File: src/logic/io_port_pkg.sv
package io_port_pkg;
   // =========================================================
   // register map (low 16 bits of the address)
   localparam logic [15:0] ADDR_DIR_SELECT = 16'hFFD0;
   localparam logic [15:0] ADDR_OUT_LATCH = 16'hFFD2;
   localparam logic [7:0] DIR_RESET = 8'hC0;
   localparam logic [7:0] LATCH_RESET = 8'hC0;
   localparam logic [7:0] RESERVED_ONES = 8'hC0;
   localparam logic [7:0] DIR_READ_VALUE = 8'hFF;
   localparam logic [7:0] UNMAPPED_READ = 8'h00;
   // =========================================================
   // pin positions within the port
   localparam int PIN_TXD0 = 0;
   localparam int PIN_TXD1 = 1;
   localparam int PIN_RXD0 = 2;
   localparam int PIN_RXD1 = 3;
   localparam int PIN_SCK0 = 4;
   localparam int PIN_SCK1 = 5;
   localparam int PORT_WIDTH = 6;

   // per-channel serial request toward the pins
   typedef struct packed {
      logic tx_en;   // transmitter owns its pin
      logic tx_data;
      logic rx_en;   // receiver owns its pin
      logic sck_out_en; // channel drives the serial clock
      logic sck_out;
      logic sck_in_en;  // channel takes an external clock
   } serial_req_t;

   // everything the port remembers
   typedef struct packed {
      logic [7:0] dir;
      logic [7:0] latch;
      logic [7:0] rdata;
      logic [5:0] pin_out;
      logic [5:0] pin_oe;
      logic [1:0] rxd;
      logic [1:0] sck_in;
      logic [1:0] irq;
   } port_state_t;
endpackage : io_port_pkg

File: src/logic/six_bit_io_port.sv
`timescale 1ns/1ps
// Summary of operation
// - six pins, each usable as general input or output in all modes
// - pin function selection ignores the chip operating mode
// - pins shared with transmit, receive and clock of serial channels 0, 1
// - two pins feed external interrupts when enabled, regardless of direction
// - direction register at FFD0, write only, resets to C0
// - output latch at FFD2, read and write, resets to C0
// - top two direction bits reserved, writes ignored, read as one
// - direction bit one drives the pin, zero makes it an input
// - reading the direction register returns all ones
// - reset and hardware standby load direction with C0
// - software standby keeps direction and keeps outputs driven
// - port read gives latch for outputs, pin level for inputs
// - latch resets to C0 in reset and hardware standby, kept otherwise
module six_bit_io_port
   import io_port_pkg::*;
(
   input wire logic i_clk_sys,
   input wire logic i_reset,
   input wire logic [15:0] i_addr,
   input wire logic [7:0] i_wdata,
   input wire logic i_wr,
   input wire logic i_rd,
   output logic [7:0] o_rdata,
   input wire logic i_hw_standby,
   input wire logic i_sw_standby,
   input wire logic [1:0] i_irq_enable,
   input wire serial_req_t i_serial_zero,
   input wire serial_req_t i_serial_one,
   input wire logic [5:0] i_pin,
   output logic [5:0] o_pin,
   output logic [5:0] o_pin_oe,
   output logic [1:0] o_serial_rxd,
   output logic [1:0] o_serial_sck_in,
   output logic [1:0] o_external_interrupt
);
   // =========================================================
   // state
   port_state_t state;
   port_state_t next_state;
   logic [5:0] next_out;
   logic [5:0] next_oe;
   serial_req_t ch [2];

   // =========================================================
   // pin map and ownership
   // pin 0 carries transmit data of serial channel zero
   // pin 1 carries transmit data of serial channel one
   // pin 2 carries receive data of serial channel zero
   // pin 3 carries receive data of serial channel one
   // pin 4 carries the serial clock of channel zero and interrupt four
   // pin 5 carries the serial clock of channel one and interrupt five
   // a pin not claimed by its serial channel is plain general I/O
   // general I/O follows the direction bit and the output latch
   // a claimed pin ignores its direction bit while the claim stands
   // the receive claim only releases the pad, it never drives it
   // a clock claim either drives the pad or releases it for input
   // driving the clock wins when both clock requests are raised
   // interrupt pins read the pad level whatever drives the pad
   // so an output pin can raise its own interrupt by design
   // the interrupt output is the raw pad level gated by its enable
   // no polarity or edge detection is done here; the controller does it
   // receive and clock inputs are sampled every cycle, no filtering
   // software must not expect glitch rejection from this block
   // hardware standby releases every pad, serial claims included
   // software standby freezes both registers but not the pads
   // a serial channel may still toggle its pins in software standby
   // that is the channel's own business; it gates its own requests
   // =========================================================
   // register access notes
   // only the low sixteen address bits reach this block
   // reads of other addresses return zero and have no side effect
   // read data stand for one cycle only, then fall back to zero
   // direction reads return all ones; the stored value is hidden
   // writes in either standby are dropped without any answer

   assign ch[0] = i_serial_zero;
   assign ch[1] = i_serial_one;

   // =========================================================
   // pin multiplexing; serial functions take priority over general I/O
   always_comb begin
      // general I/O first, no mode input exists to alter it
      next_out = state.latch[5:0];
      next_oe = state.dir[5:0];
      for (int c = 0; c < 2; c++) begin
         // transmit pins
         if (ch[c].tx_en) begin
            next_out[PIN_TXD0 + c] = ch[c].tx_data;
            next_oe[PIN_TXD0 + c] = 1'b1;
         end
         if (ch[c].rx_en) begin
            next_oe[PIN_RXD0 + c] = 1'b0;
         end
         if (ch[c].sck_out_en) begin
            next_out[PIN_SCK0 + c] = ch[c].sck_out;
            next_oe[PIN_SCK0 + c] = 1'b1;
         end else if (ch[c].sck_in_en) begin
            next_oe[PIN_SCK0 + c] = 1'b0;
         end
      end
   end

   // =========================================================
   // register file and pin sampling
   always_comb begin
      next_state = state;
      next_state.pin_out = next_out;
      next_state.pin_oe = next_oe; // held through soft standby
      next_state.rxd = {i_pin[PIN_RXD1], i_pin[PIN_RXD0]};
      next_state.sck_in = {i_pin[PIN_SCK1], i_pin[PIN_SCK0]};
      // interrupt pins read the pad whatever the direction
      next_state.irq = i_irq_enable &
                       {i_pin[PIN_SCK1], i_pin[PIN_SCK0]};
      next_state.rdata = UNMAPPED_READ;
      if (i_wr && !i_sw_standby) begin
         if (i_addr == ADDR_DIR_SELECT) begin
            next_state.dir = i_wdata | RESERVED_ONES;
         end else if (i_addr == ADDR_OUT_LATCH) begin
            next_state.latch = i_wdata | RESERVED_ONES;
         end
      end
      if (i_rd) begin
         if (i_addr == ADDR_DIR_SELECT) begin
            next_state.rdata = DIR_READ_VALUE;
         end else if (i_addr == ADDR_OUT_LATCH) begin
            next_state.rdata = RESERVED_ONES |
               {2'b00, (state.dir[5:0] & state.latch[5:0]) |
                       (~state.dir[5:0] & i_pin)};
         end
      end
      // hardware standby behaves like reset for both registers
      if (i_hw_standby) begin
         next_state.dir = DIR_RESET;
         next_state.latch = LATCH_RESET;
         next_state.pin_oe = 6'h00;
      end
   end

   // register the whole state
   // reset loads constants only; the register file then starts from a
   // known map, so reads in the first cycle after release are defined.
   // pads come out of reset released, which keeps the board safe while
   // software has not yet chosen the directions.
   // the reserved direction and latch bits are set here and kept by
   // every write, so they can never read back as zero.
   // pin outputs lag the registers by one cycle: a write at one edge
   // shows on the pads at the next edge after that.
   always_ff @(posedge i_clk_sys) begin
      if (i_reset) begin
         state <= '0;
         state.dir <= DIR_RESET;
         state.latch <= LATCH_RESET;
      end else begin
         state <= next_state;
      end
   end

   assign o_rdata = state.rdata;
   assign o_pin = state.pin_out;
   assign o_pin_oe = state.pin_oe;
   assign o_serial_rxd = state.rxd;
   assign o_serial_sck_in = state.sck_in;
   assign o_external_interrupt = state.irq;

   // =========================================================
   // checks
   chk_dir_read_ones: assert property (@(posedge i_clk_sys)
      disable iff (i_reset)
      i_rd && i_addr == ADDR_DIR_SELECT |=> o_rdata == 8'hFF)
      else $error("direction read not all ones");
   chk_dir_reserved_set: assert property (@(posedge i_clk_sys)
      disable iff (i_reset) state.dir[7:6] == 2'b11)
      else $error("direction reserved bits lost");
   chk_latch_reserved: assert property (@(posedge i_clk_sys)
      disable iff (i_reset) state.latch[7:6] == 2'b11)
      else $error("latch reserved bits lost");
   chk_hw_standby_dir: assert property (@(posedge i_clk_sys)
      disable iff (i_reset)
      i_hw_standby |=> state.dir == 8'hC0 && state.latch == 8'hC0)
      else $error("hardware standby did not reload");
   chk_latch_write: assert property (@(posedge i_clk_sys)
      disable iff (i_reset)
      i_wr && !i_sw_standby && !i_hw_standby && i_addr == ADDR_OUT_LATCH
      |=> state.latch[5:0] == $past(i_wdata[5:0]))
      else $error("latch write lost");
   chk_port_read: assert property (@(posedge i_clk_sys)
      disable iff (i_reset)
      i_rd && i_addr == ADDR_OUT_LATCH |=> o_rdata ==
      (8'hC0 | {2'b00, ($past(state.dir[5:0]) & $past(state.latch[5:0]))
      | (~$past(state.dir[5:0]) & $past(i_pin))}))
      else $error("port read mixes wrong sources");
   chk_gpio_drive: assert property (@(posedge i_clk_sys)
      disable iff (i_reset)
      !i_hw_standby && i_serial_zero == '0 && i_serial_one == '0
      |=> o_pin_oe == $past(state.dir[5:0]) &&
          o_pin == $past(state.latch[5:0]))
      else $error("general output not driven from latch");
   chk_sw_standby_hold: assert property (@(posedge i_clk_sys)
      disable iff (i_reset)
      i_sw_standby && !i_hw_standby |=> $stable(state.dir))
      else $error("direction changed in software standby");
   chk_irq_route: assert property (@(posedge i_clk_sys)
      disable iff (i_reset)
      i_irq_enable[0] |=> o_external_interrupt[0] == $past(i_pin[PIN_SCK0]))
      else $error("interrupt input not routed");
   chk_tx_share: assert property (@(posedge i_clk_sys)
      disable iff (i_reset)
      i_serial_zero.tx_en && !i_hw_standby |=> o_pin_oe[PIN_TXD0] &&
      o_pin[PIN_TXD0] == $past(i_serial_zero.tx_data))
      else $error("transmit pin not taken by serial channel");

   // =========================================================
   // further checks on sharing, sampling and register holding
   // channel one transmit owns pin 1
   chk_tx_one_share: assert property (@(posedge i_clk_sys)
      disable iff (i_reset)
      i_serial_one.tx_en && !i_hw_standby
      |=> o_pin_oe[PIN_TXD1] &&
          o_pin[PIN_TXD1] == $past(i_serial_one.tx_data))
      else $error("channel one transmit pin not taken");
   // receive claim releases pin 2
   chk_rx_zero_release: assert property (@(posedge i_clk_sys)
      disable iff (i_reset)
      i_serial_zero.rx_en
      |=> !o_pin_oe[PIN_RXD0])
      else $error("channel zero receive pin still driven");
   // receive claim releases pin 3
   chk_rx_one_release: assert property (@(posedge i_clk_sys)
      disable iff (i_reset)
      i_serial_one.rx_en
      |=> !o_pin_oe[PIN_RXD1])
      else $error("channel one receive pin still driven");
   // clock output claim drives pin 5
   chk_sck_out_drive: assert property (@(posedge i_clk_sys)
      disable iff (i_reset)
      i_serial_one.sck_out_en && !i_hw_standby
      |=> o_pin_oe[PIN_SCK1] &&
          o_pin[PIN_SCK1] == $past(i_serial_one.sck_out))
      else $error("serial clock output not driven");
   // clock input claim releases pin 4
   chk_sck_in_release: assert property (@(posedge i_clk_sys)
      disable iff (i_reset)
      i_serial_zero.sck_in_en && !i_serial_zero.sck_out_en
      |=> !o_pin_oe[PIN_SCK0])
      else $error("serial clock input pin still driven");
   // receive data follow the pads a cycle later
   chk_rxd_sample: assert property (@(posedge i_clk_sys)
      disable iff (i_reset)
      1'b1
      |=> o_serial_rxd[0] == $past(i_pin[PIN_RXD0]) &&
          o_serial_rxd[1] == $past(i_pin[PIN_RXD1]))
      else $error("receive data not sampled from pads");
   // clock inputs follow the pads a cycle later
   chk_sck_sample: assert property (@(posedge i_clk_sys)
      disable iff (i_reset)
      1'b1
      |=> o_serial_sck_in[0] == $past(i_pin[PIN_SCK0]) &&
          o_serial_sck_in[1] == $past(i_pin[PIN_SCK1]))
      else $error("serial clock not sampled from pads");
   // interrupt five follows pin 5 when enabled
   chk_irq_five_route: assert property (@(posedge i_clk_sys)
      disable iff (i_reset)
      i_irq_enable[1]
      |=> o_external_interrupt[1] == $past(i_pin[PIN_SCK1]))
      else $error("interrupt five not routed");
   // a disabled interrupt four stays quiet
   chk_irq_masked: assert property (@(posedge i_clk_sys)
      disable iff (i_reset)
      !i_irq_enable[0]
      |=> !o_external_interrupt[0])
      else $error("disabled interrupt raised");
   // direction write lands in the low six bits
   chk_dir_write: assert property (@(posedge i_clk_sys)
      disable iff (i_reset)
      i_wr && !i_sw_standby && !i_hw_standby && i_addr == ADDR_DIR_SELECT
      |=> state.dir[5:0] == $past(i_wdata[5:0]))
      else $error("direction write lost");
   // software standby keeps the latch
   chk_sw_standby_latch: assert property (@(posedge i_clk_sys)
      disable iff (i_reset)
      i_sw_standby && !i_hw_standby
      |=> $stable(state.latch))
      else $error("latch changed in software standby");
   // software standby keeps general outputs driven
   chk_sw_standby_pins: assert property (@(posedge i_clk_sys)
      disable iff (i_reset)
      i_sw_standby && !i_hw_standby &&
      i_serial_zero == '0 && i_serial_one == '0
      |=> o_pin_oe == $past(state.dir[5:0]))
      else $error("output released in software standby");
   // hardware standby releases every pad
   chk_hw_standby_oe: assert property (@(posedge i_clk_sys)
      disable iff (i_reset)
      i_hw_standby
      |=> o_pin_oe == 6'h00)
      else $error("pad driven in hardware standby");
   // read data fall back to zero when no read was made
   chk_rdata_idle: assert property (@(posedge i_clk_sys)
      disable iff (i_reset)
      !i_rd
      |=> o_rdata == UNMAPPED_READ)
      else $error("read data not idle");
   // direction holds without a write
   chk_dir_hold: assert property (@(posedge i_clk_sys)
      disable iff (i_reset)
      !i_wr && !i_hw_standby
      |=> $stable(state.dir))
      else $error("direction changed without a write");
   // latch holds without a write
   chk_latch_hold: assert property (@(posedge i_clk_sys)
      disable iff (i_reset)
      !i_wr && !i_hw_standby
      |=> $stable(state.latch))
      else $error("latch changed without a write");
endmodule : six_bit_io_port

File: config.mk
export PLATFORM = sky130hd
export DESIGN_NAME = six_bit_io_port
export DESIGN_NICKNAME = d
export VERILOG_FILES = /design/src/logic/io_port_pkg.sv /design/src/logic/six_bit_io_port.sv
export SDC_FILE = /design/constraint.sdc
export NUM_CORES = 1
export LEC_CHECK = 0
export BUFFER_PORTS_ARGS = -buffer_cell sky130_fd_sc_hd__buf_2
export CAP_MARGIN = 30
export CORE_MARGIN = 8
export CORE_UTILIZATION = 48
export DETAILED_ROUTE_END_ITERATION = 8
export PLACE_DENSITY = 0.81
export SETUP_SLACK_MARGIN = 0.5
export SLEW_MARGIN = 20
export SYNTH_ARGS = -nofsm -noshare
export SYNTH_HDL_FRONTEND = slang
export SYNTH_SLANG_ARGS = --single-unit
File: constraint.sdc
create_clock -name i_clk_sys -period 2.7 [get_ports i_clk_sys]
set_clock_uncertainty 0.2 [all_clocks]
set_input_delay 0.405 -clock i_clk_sys [delete_from_list [all_inputs] [get_ports i_clk_sys]]
set_output_delay 0.405 -clock i_clk_sys [all_outputs]
set_load 0.005 [all_outputs]
* After elaboration in Yosys (flattened, before gate mapping) *
Index checks and enable logic that the tools add are counted.

operators by class
  equal/unequal tests = 2
  mux-type cells = 12
  bitwise gates (word level) = 7
  reductions and logical operators = 8

operators with widths
  operator                                      count
  16-bit equality test (second input constant)  2
  8-bit two-way mux                             2
  6-bit AND                                     2
  1-bit two-way mux                             10
  6-bit inverter                                1
  6-bit OR                                      1
  3-bit OR reduction                            2
  2-bit OR reduction                            2
  3-bit AND reduction                           1
  2-bit AND                                     1
  1-bit inverter                                2
  2-bit AND reduction                           1
  1-bit logical AND                             1
  1-bit logical NOT                             1

storage, ports and cells
  flip-flop bits (word level) = 38
  input port bits = 50
  logic and storage cells = 39

* Logic depth before layout (Yosys ltp) *
Gate-level depths: netlist of run 1.

  depth after elaboration = 5
  mapped depth = 5
  depth with buffers taken out = 4

* Worst setup path before layout of run 1 *
Ideal clock, no wire load.

  path type = input -> register
  from = input port i_addr[2]
  to = register state, in the netlist next_out[2]
  setup time = 0.132 ns
  data arrival time = 1.557 ns
  data required time = 2.368 ns
  slack = 0.811 ns
  cell stages on the path = 5
  path buffers = 1
  path through = or3b_4 or4_4 buf_6 o21ai_1 a21oi_1

between the ends
  word-level cells in the longest chain between the ends = 3
  elaborated cells between the ends (all ways) = 4
  classes of those cells = eq/ne (2); bitwise (1); reduce/logical (1)

RTL lines
  item                                      line                    text
  start, declared                           six_bit_io_port.sv:21   input wire logic [15:0] i_addr,
  16-bit equality test                      six_bit_io_port.sv:118  if (i_addr == ADDR_DIR_SELECT) begin
  1-bit inverter (no source line)           n/a
  3-bit AND reduction (no source line) (*)  n/a
  end signal, assigned                      six_bit_io_port.sv:156  state <= next_state;
  end, declared                             six_bit_io_port.sv:40   port_state_t state;

Every way passes the cells marked *; elsewhere a longest branch is shown, timed or not.
A chain may end at the register's enable or synchronous reset.

* Final worst setup path of run 1 *
  from = input port i_addr[2]
  to = register state, in the netlist o_rdata[2]

between the ends
  word-level cells in the longest chain between the ends = 3
  elaborated cells between the ends (all ways) = 4
  classes of those cells = eq/ne (2); mux (2)

RTL lines
  item                   line                    text
  16-bit equality test   six_bit_io_port.sv:127  end else if (i_addr == ADDR_OUT_LATCH) begin
  8-bit two-way mux      six_bit_io_port.sv:127
  8-bit two-way mux (*)  six_bit_io_port.sv:125  if (i_addr == ADDR_DIR_SELECT) begin

Marked as above.

==> flow_summary.toml, run 1 <==
[clock_network]
cts.path.max_buffers = 2
clkLatencyLatePin_ns = 0.34
cts_sinks = 37
cts_tree = "built"
root_buffer = "clkbuf_4"
cts.clk_slew.worst_paths_ns = 0.11
cts-htree-levels = 2
cts_buffers = 5

[drt]
totalWireLength_mm = 3.582
drc = 0
met1_length_mm = 1.399
firstDrtPassIters = 4
wl_met3_um = 436
viasPerCell = 4.922
wire_per_inst_um = 14.05
highest_layer = "met4"
vias = 1255
final_antenna_net_count = 0
dr.first_iter.drc_count = 66
met2WireLength_mm = 1.635

[placed_design]
place_inst = 245
port_buffers = 73
place_hpwl_mm = 2.748
gp_congestion = 0.7346

[power]
vdd_drop_max_mv = 0.1883
p_per_area_mw_per_mm2 = 526.3
p_leak_uw = 0.0008515

[sta]
final_max_slew_viol_count = 0
timing.fmax_mhz = 568.5
rsz0062_at_grt = "no"
setup_tns_ns = 0
tightest_slew_ns = 0.7630
maxSlewHeadroom = 0.4902
setup_viol = 0
hold_viol_final = 0
period_share = 0.6515
hold-worst-slack_ns = 0.05850
layout_min_cycle_time_ns = 1.759

[critical_path]
crit_type = "in2reg"
crit_path_top_delay_cell = "or3b_4"
crit_family = "simple AND/OR/NAND/NOR gates"
cp_num_buf_inv = 1
start_kind = "input pin"
arrival_ns = 1.83
critPathMaxStageDelay_ns = 0.40
path_cells = "buf_2, or3b_4, nor4_4, nand3b_1, a21oi_1"
end_kind = "register"
worst-path-max-fanout = 9
cp.required_ns = 2.77

[logic_synthesis]
synth_top_area_share = 0.4809
synth.area.top_cells = "dfxtp_1 48%, buf_4 13%, a21oi_1 6.5%"
yosysUniqueCellTypes = 28
synth_top_family_by_area = "simple AND/OR/NAND/NOR gates"
synthXorXnorAreaFrac = 0
netlist_area_mm2 = 0.001540
ys_ff_latch = 37
synthAdderAreaFrac = 0
synth-compound-area-share = 0.1064
synth_fp_nets = 209
ys_warn_count = 0
synth_top_cell_by_area = "dfxtp_1"
synth_mux_area_frac = 0.06499
netlist_instances = 159
seq_area_frac_synth = 0.4809
post_synth_and_or_nand_nor_area_fraction = 0.1933
avgSynthCellArea_um2 = 9.687

[hold_path]
hp-class = "in2reg"

[run]
max_cap_violations = 0

[floorplan]
rows = 20
num_io_pins = 76
start_util = 0.5045
die_height_um = 72.65
die_area_mm2 = 0.005277
core-area_mm2 = 0.003053
die_x_um = 72.65

[cells_and_area]
n_fill_cell = 288
fin_cells = 255
layout-drive-gt1-share = 0.4218
syn2layout_area_growth_pct = 18.93
nNetsFinal = 260
antenna_cells = 0

[global_route]
gr-total-overflow = 0
grt_pass1_vias = 1292
grt_usage = 0.1414
grt_first_pass_wirelength_mm = 5.747
grt_start_max_net_pins = 19
antenna_found_initial = 0

[status]
status = "finished clean"
layout by cell type (no fill, tap or decap), types with 2 or more instances in the layout:
cell           instances
a21oi_1               20
mux2i_1               10
o21ai_1                9
dlygate4sd3_1          2
clkbuf_8               2
nor2_1                10
dfxtp_1               37
nor3b_1                3
nand3_1               12
nor2b_1                6
clkbuf_4               5
and2_1                 2
nand3b_1               2
buf_2                 73
inv_1                  3
o21ai_0                2
worst paths after layout:
kind / slack, ns / cells after the start / end / from
worst max-delay path: 0.94 / 5 / o_rdata[2]$_SDFF_PP0_ / i_addr[2]
worst min-delay path: 0.06 / 2 / o_external_interrupt[0]$_SDFF_PP0_ / i_irq_enable[0]
worst max register to register: 1.65 / 2 / o_rdata[0]$_SDFF_PP0_ / state[34]$_SDFFE_PP0P_
worst min register to register: 0.29 / 1 / o_pin[2]$_SDFF_PP0_ / next_out[2]$_SDFFE_PP0P_
power by group:
group	total [uW]	switching [uW]	internal [uW]
sequential	556	1.76	554
clock	325	174	151
combinational	83.0	38.2	44.8
final cells by class:
class / count / area (um2) / share of cell area
Timing Repair Buffer: 76 / 392.9 / 0.2145
Clock buffer: 7 / 65.06 / 0.03552
Multi-Input combinational cell: 87 / 561.8 / 0.3067
Tap cell: 44 / 55.05 / 0.03005
Inverter: 3 / 11.26 / 0.006148
Sequential cell: 37 / 740.7 / 0.4044
Clock inverter: 1 / 5.005 / 0.002732
per-stage QoR:
stage	power, uW	setup WS [ns]	util	instance area [um2]
floorplan	609.9	0.8112	-	1540
global placement	648.3	0.6175	0.5705	1742
detailed placement	650.3	0.5949	0.5705	1742
CTS	972.2	0.9639	0.5967	1822
global route	1005	0.8359	0.6000	1832
finish	964.1	0.9409	0.6000	1832
state kept, by name (all words and copies together), names as in the netlist:
| signal | flops |
|---|---|
| o_external_interrupt | 2 |
| o_pin | 6 |
| next_out | 2 |
| state | 10 |
| o_serial_sck_in | 2 |
| o_pin_oe | 6 |
| o_serial_rxd | 2 |
| o_rdata | 7 |
per-layer routing:
metal  global-route usage  vias to the layer above
li1                     -                      622
met1               0.1395                      558
met2               0.2217                       65
met3              0.08242                       10
met4              0.09111                        0
met5                    0                        -
kinds of logic (layout without fill, tap and decap cells):
logic type | count (synthesis) | count (layout)
muxes | 10 | 10
AOI/OAI and AO/OA | 32 | 32
buffers and inverters | 35 | 87
DFF | 37 | 37
and+or+nand+nor | 45 | 45
cell usage after synthesis, drive strengths merged:
master,count
dfxtp,37
buf,29
a21oi,20
nand3,12
o21ai,12
mux2i,10
nor2,10
nor2b,6
clkbuf,3
inv,3
nor3b,3
and2,2
nand3b,2
nand4b,2
or3b,2
and3b,1
nand2b,1
nand4,1
nor4,1
or2,1
or4,1
repair_timing:
| item | 4_1_cts | 5_1_grt |
|---|---|---|
| buffers inserted | 0 | 0 |
| hold buffers | 1 | 1 |
| endpoints found under the hold margin | 1 | 1 |
| gates resized for setup | 0 | 0 |
(Power assumes the default switching activity.)
==> inputs of run 2 (changes only) <==
--- a/config.mk
+++ b/config.mk
@@ -5,12 +5,13 @@
 export SDC_FILE = /design/constraint.sdc
 export NUM_CORES = 1
 export LEC_CHECK = 0
+export ABC_AREA = 1
 export BUFFER_PORTS_ARGS = -buffer_cell sky130_fd_sc_hd__buf_2
 export CAP_MARGIN = 30
 export CORE_MARGIN = 8
-export CORE_UTILIZATION = 48
+export CORE_UTILIZATION = 42
 export DETAILED_ROUTE_END_ITERATION = 8
-export PLACE_DENSITY = 0.81
+export PLACE_DENSITY = 0.73
 export SETUP_SLACK_MARGIN = 0.5
 export SLEW_MARGIN = 20
 export SYNTH_ARGS = -nofsm -noshare
==> constraint.sdc (replaced) <==
create_clock -name i_clk_sys -period 1.55 [get_ports i_clk_sys]
set_clock_uncertainty 0.2 [all_clocks]
set_input_delay 0.2325 -clock i_clk_sys [delete_from_list [all_inputs] [get_ports i_clk_sys]]
set_output_delay 0.2325 -clock i_clk_sys [all_outputs]
set_load 0.005 [all_outputs]
==> flow_summary.toml, run 2 <==
[sta]
setup_viol = 0
layout_min_cycle_time_ns = 1.156
rsz0062_at_grt = "yes"
hold_viol_final = 0
setup_tns_ns = 0
tightest_slew_ns = 0.3072
period_share = 0.7459
maxSlewHeadroom = 0.7950
final_max_slew_viol_count = 0
timing.fmax_mhz = 864.9

[critical_path]
crit_type = "reg2out"
worst-path-max-fanout = 2
critPathMaxStageDelay_ns = 0.32
end_kind = "output port"
cp.required_ns = 1.12
crit_family = "flip-flops"
crit_path_top_delay_cell = "dfxtp_2"
path_depth = 1
arrival_ns = 0.72
path_cells = "buf_2"
reg2reg_depth = 3
cp_num_buf_inv = 1
start_kind = "register"

[global_route]
grt_usage = 0.1396
gr-total-overflow = 0
grt_first_pass_wirelength_mm = 6.989
antenna_found_initial = 0
grt_pass1_vias = 1627
grt_start_max_net_pins = 13

[floorplan]
rows = 23
die_area_mm2 = 0.006400
start_util = 0.4332
die_height_um = 80
num_io_pins = 76
core-area_mm2 = 0.003971
die_x_um = 80

[drt]
firstDrtPassIters = 4
vias = 1637
wire_per_inst_um = 11.84
final_antenna_net_count = 0
drc = 0
dr.first_iter.drc_count = 45
viasPerCell = 4.460
totalWireLength_mm = 4.344

[clock_network]
cts_sinks = 37
clkLatencyLatePin_ns = 0.29
cts.clk_slew.worst_paths_ns = 0.06
cts_tree = "built"
cts_buffers = 5
cts-htree-levels = 2
root_buffer = "clkbuf_8"
cts.path.max_buffers = 2

[cells_and_area]
utilization = 0.6339
mostFrequentLayoutCells = "58 x buf_2, 36 x nor2_1, 33 x dfxtp_1, 31 x inv_1, 29 x nand2_1"
mostFrequentLayoutCell = "buf_2"
largest_reg_flops = 10
antenna_cells = 0
layout-drive-gt1-share = 0.4606
syn2layout_area_growth_pct = 46.33
regMostFlops = "state"
nNetsFinal = 367

[logic_synthesis]
ys_ff_latch = 37
yosysMostFrequentCell = "nor2_1"
synth_top_cell_by_area = "dfxtp_1"
synth_flop_cell = "dfxtp_1"
synth_top_area_share = 0.4305
ys_warn_count = 0
synth_edf_count = 0
yosysUniqueCellTypes = 17
synth_fp_nets = 291
netlist_instances = 241
synth.area.top_cells = "dfxtp_1 43%, buf_4 12%, nor2_1 9.4%"
yosys-top-cells-count = "43 x nor2_1, 42 x nand2_1, 40 x inv_1"
netlist_area_mm2 = 0.001720
avgSynthCellArea_um2 = 7.139
synth-async-reset-ratio = 0
seq_area_frac_synth = 0.4305

[power]
p_per_area_mw_per_mm2 = 752.7
p_leak_uw = 0.001241
vdd_drop_max_mv = 0.3051
power.total_uw = 1895

[run]
max_cap_violations = 0

[status]
status = "finished clean"

[placed_design]
port_buffers = 73
place_hpwl_mm = 3.083
gp_congestion = 0.7440

[hold_path]
hp-class = "in2reg"
min_path_cells = 3
[run 2: changes by cell type in the layout (fill, tap and decap cells not counted), moves of 13 or more]
cell	previous run	this run
nand2_1	0	29
nor2_1	10	36
buf_2	73	58
inv_1	3	31
dlygate4sd3_1	2	15
nand2_2	0	15
buf_6	0	16
[run 2: worst paths after layout]
| path | startpoint | slack (ns) | end |
|---|---|---|---|
| setup / recovery | o_rdata[6]$_SDFF_PP0_ | 0.39 | o_rdata[7] |
| setup reg to reg | state[36]$_SDFFE_PP0P_ | 0.52 | o_rdata[2]$_SDFF_PP0_ |
| hold / removal | i_serial_zero[2] | 0.006 | o_pin_oe[4]$_SDFF_PP0_ |
| hold reg to reg | next_out[2]$_SDFFE_PP0P_ | 0.25 | o_pin[2]$_SDFF_PP0_ |
[run 2: logic make-up after synthesis]
family | Yosys count | synth area share
AND/OR/NAND/NOR | 114 | 0.2975
buffers and inverters | 72 | 0.2196
flip-flops | 37 | 0.4305
AO/OA/AOI/OAI | 18 | 0.05237
[run 2: layout make-up]
cell class | instances | area, um2
Clock buffer | 7 | 86.33
Fill cell | 335 | 1454
Sequential cell | 37 | 745.7
Timing Repair Buffer | 99 | 720.7
Inverter | 42 | 185.2
Multi-Input combinational cell | 132 | 716.9
Tap cell | 50 | 62.56
[run 2: report_power, final]
part / switching [uW] / leakage [uW] / total [uW] / internal [uW]
Combinational: 115 / 0.000894 / 259 / 143
Sequential: 3.77 / 0.000302 / 972 / 969
Clock: 311 / 0.0000443 / 664 / 352
Total: 431 / 0.00124 / 1890 / 1460
[run 2: metrics by stage]
stage,hold slack (ns),worst slack (ns),cell area (um2),instances
after global routing,0.01450,0.3567,2517,367
after CTS,0.004582,0.3893,2402,365
final,0.005790,0.3938,2517,367
after detailed placement,0.1994,0.07598,2041,340
after floorplan,0.1093,0.3536,1794,241
after global placement,0.1941,0.1001,2041,340
[run 2: repair_timing]
item,4_1_cts,5_1_grt
setup endpoints to repair,45,50
pin swaps,20,32
buffers inserted,2,2
resized for setup,27,31
hold endpoints to repair,13,0
hold buffers,16,0
cloned,0,0
[run 2: layer usage]
metal / vias up / track usage / wire (um) / part of all wire
li1: 848 / - / - / -
met1: 713 / 0.1351 / 1569 / 0.36
met2: 72 / 0.2490 / 2256 / 0.52
met3: 4 / 0.06194 / 458 / 0.11
met4: 0 / 0.06182 / 60 / 0.014
met5: - / 0 / 0 / 0
==> inputs of run 3 (changes only) <==
--- a/config.mk
+++ b/config.mk
@@ -9,9 +9,9 @@
 export BUFFER_PORTS_ARGS = -buffer_cell sky130_fd_sc_hd__buf_2
 export CAP_MARGIN = 30
 export CORE_MARGIN = 8
-export CORE_UTILIZATION = 42
+export CORE_UTILIZATION = 47
 export DETAILED_ROUTE_END_ITERATION = 8
-export PLACE_DENSITY = 0.73
+export PLACE_DENSITY = 0.78
 export SETUP_SLACK_MARGIN = 0.5
 export SLEW_MARGIN = 20
 export SYNTH_ARGS = -nofsm -noshare
==> constraint.sdc (replaced) <==
create_clock -name i_clk_sys -period 1.1 [get_ports i_clk_sys]
set_clock_uncertainty 0.2 [all_clocks]
set_input_delay 0.165 -clock i_clk_sys [delete_from_list [all_inputs] [get_ports i_clk_sys]]
set_output_delay 0.165 -clock i_clk_sys [all_outputs]
set_load 0.005 [all_outputs]
==> flow_summary.toml, run 3 (synthesis results as in run 2) <==
[sta]
setup_viol = 26
timing.fmax_mhz = 859.5
setup_tns_ns = -0.9480
period_share = 1.058
tightest_slew_ns = 0.2489
hold-worst-slack_ns = -0.2390
final_max_slew_viol_count = 0
layout_min_cycle_time_ns = 1.163
rsz0062_at_grt = "yes"
hold_viol_final = 23
postLayoutSetupSlackWorst_ns = -0.06347
maxSlewHeadroom = 0.8337

[critical_path]
end_kind = "output port"
crit_family = "flip-flops"
start_kind = "register"
crit_path_top_delay_cell = "dfxtp_2"
worst-path-max-fanout = 1
path_cells = "buf_2"
rrSetupSlack_ns = 0.09
crit_type = "reg2out"
critPathMaxStageDelay_ns = 0.33
cp.required_ns = 0.73
timing.rr.start = "state[34]$_SDFFE_PP0P_"
r2r-end = "o_rdata[0]$_SDFF_PP0_"
reg2reg_depth = 5
cp_num_buf_inv = 1
arrival_ns = 0.80

[drt]
firstDrtPassIters = 4
totalWireLength_mm = 4.288
viasPerCell = 4.492
vias = 1599
dr.first_iter.drc_count = 76
drc = 0
final_antenna_net_count = 0
wire_per_inst_um = 12.04

[power]
p_leak_uw = 0.001217
vdd_drop_max_mv = 0.5556
p_per_area_mw_per_mm2 = 1074

[cells_and_area]
regMostFlops = "state"
largest_reg_flops = 10
mostFrequentLayoutCells = "60 x buf_2, 33 x nor2_1, 30 x nand2_1, 20 x dfxtp_2, 19 x inv_1"
layout-drive-gt1-share = 0.6299
multi_input_area_um2 = 799.5
mostFrequentLayoutCell = "buf_2"
seqCellArea_um2 = 769.5
utilization = 0.6979
nNetsFinal = 357
antenna_cells = 0
n_fill_cell = 296
syn2layout_area_growth_pct = 45.16

[floorplan]
die_area_mm2 = 0.005852
die_x_um = 76.50
core-area_mm2 = 0.003578
die_height_um = 76.50
rows = 22
num_io_pins = 76
start_util = 0.4808

[clock_network]
cts.clk_slew.worst_paths_ns = 0.12
clkLatencyLatePin_ns = 0.35
cts-htree-levels = 2
cts_buffers = 5
cts_sinks = 37
root_buffer = "clkbuf_4"
cts_tree = "built"
cts.path.max_buffers = 2

[placed_design]
pre_cts_ws_ns = -0.2597
place_hpwl_mm = 3.091
port_buffers = 73
gp_congestion = 0.7288

[global_route]
grt_first_pass_wirelength_mm = 6.837
grt_start_max_net_pins = 12
grt_usage = 0.1419
antenna_found_initial = 0
grt_pass1_vias = 1578
gr-total-overflow = 0

[status]
status = "finished, violations left"
failed_checks = "negative hold slack, negative setup slack"

[hold_path]
min_path_cells = 2
min_from = "i_serial_one[3]"
hold_end = "o_pin_oe[3]$_SDFF_PP0_"
hp-class = "in2reg"

[run]
max_cap_violations = 0
run 3: what timing repair did:
item / 4_1_cts / 5_1_grt
setup endpoints to repair: 57 / 57
resized for setup: 47 / 54
buffers inserted: 5 / 2
pin swaps: 43 / 34
endpoints found under the hold margin: 28 / 24
run 3: through the flow:
step,cells,hold WS (ns),instance area (um2),total power (uW)
finish,356,-0.2390,2497,2682
CTS,354,-0.2456,2316,2667
detailed placement,341,0.1298,2071,1679
global route,356,-0.2566,2497,2797
floorplan,241,0.04179,1827,1562
global placement,341,0.1281,2071,1675
run 3: worst max path at each step:
| stage | start | end | slack (ns) | depth (start not counted) |
|---|---|---|---|---|
| 6_report | o_pin[2]$_SDFF_PP0_ | o_pin[2] | -0.06 | 1 |
| 5_1_grt | o_rdata[6]$_SDFF_PP0_ | o_rdata[6] | -0.1 | 1 |
| 4_1_cts | o_rdata[6]$_SDFF_PP0_ | o_rdata[6] | -0.07 | 1 |
| 3_5_place_dp | i_addr[3] | next_out[2]$_SDFFE_PP0P_ | -0.26 | 10 |
| 3_3_place_gp | i_addr[3] | next_out[2]$_SDFFE_PP0P_ | -0.26 | 10 |
| 2_1_floorplan | i_addr[3] | next_out[2]$_SDFFE_PP0P_ | -0.03 | 9 |
run 3: power breakdown:
group	internal [uW]	switching (uW)	total [uW]
sequential	1360	5.83	1370
clock	543	438	981
combinational	164	169	333
total	2070	613	2680
run 3: metal layers:
layer,part of all wire,global-route usage,up-vias
met5,0,0,-
met4,0.021,0.07115,0
met3,0.068,0.05425,9
met2,0.53,0.2579,47
met1,0.38,0.1360,714
li1,-,-,829
run 3: layout make-up:
| cell class | count | area share |
|---|---|---|
| Clock inverter | 1 | 0.01202 |
| Clock buffer | 7 | 0.02204 |
| Sequential cell | 37 | 0.3081 |
| Tap cell | 48 | 0.02405 |
| Inverter | 42 | 0.07315 |
| Multi-Input combinational cell | 132 | 0.3201 |
| Timing Repair Buffer | 89 | 0.2405 |
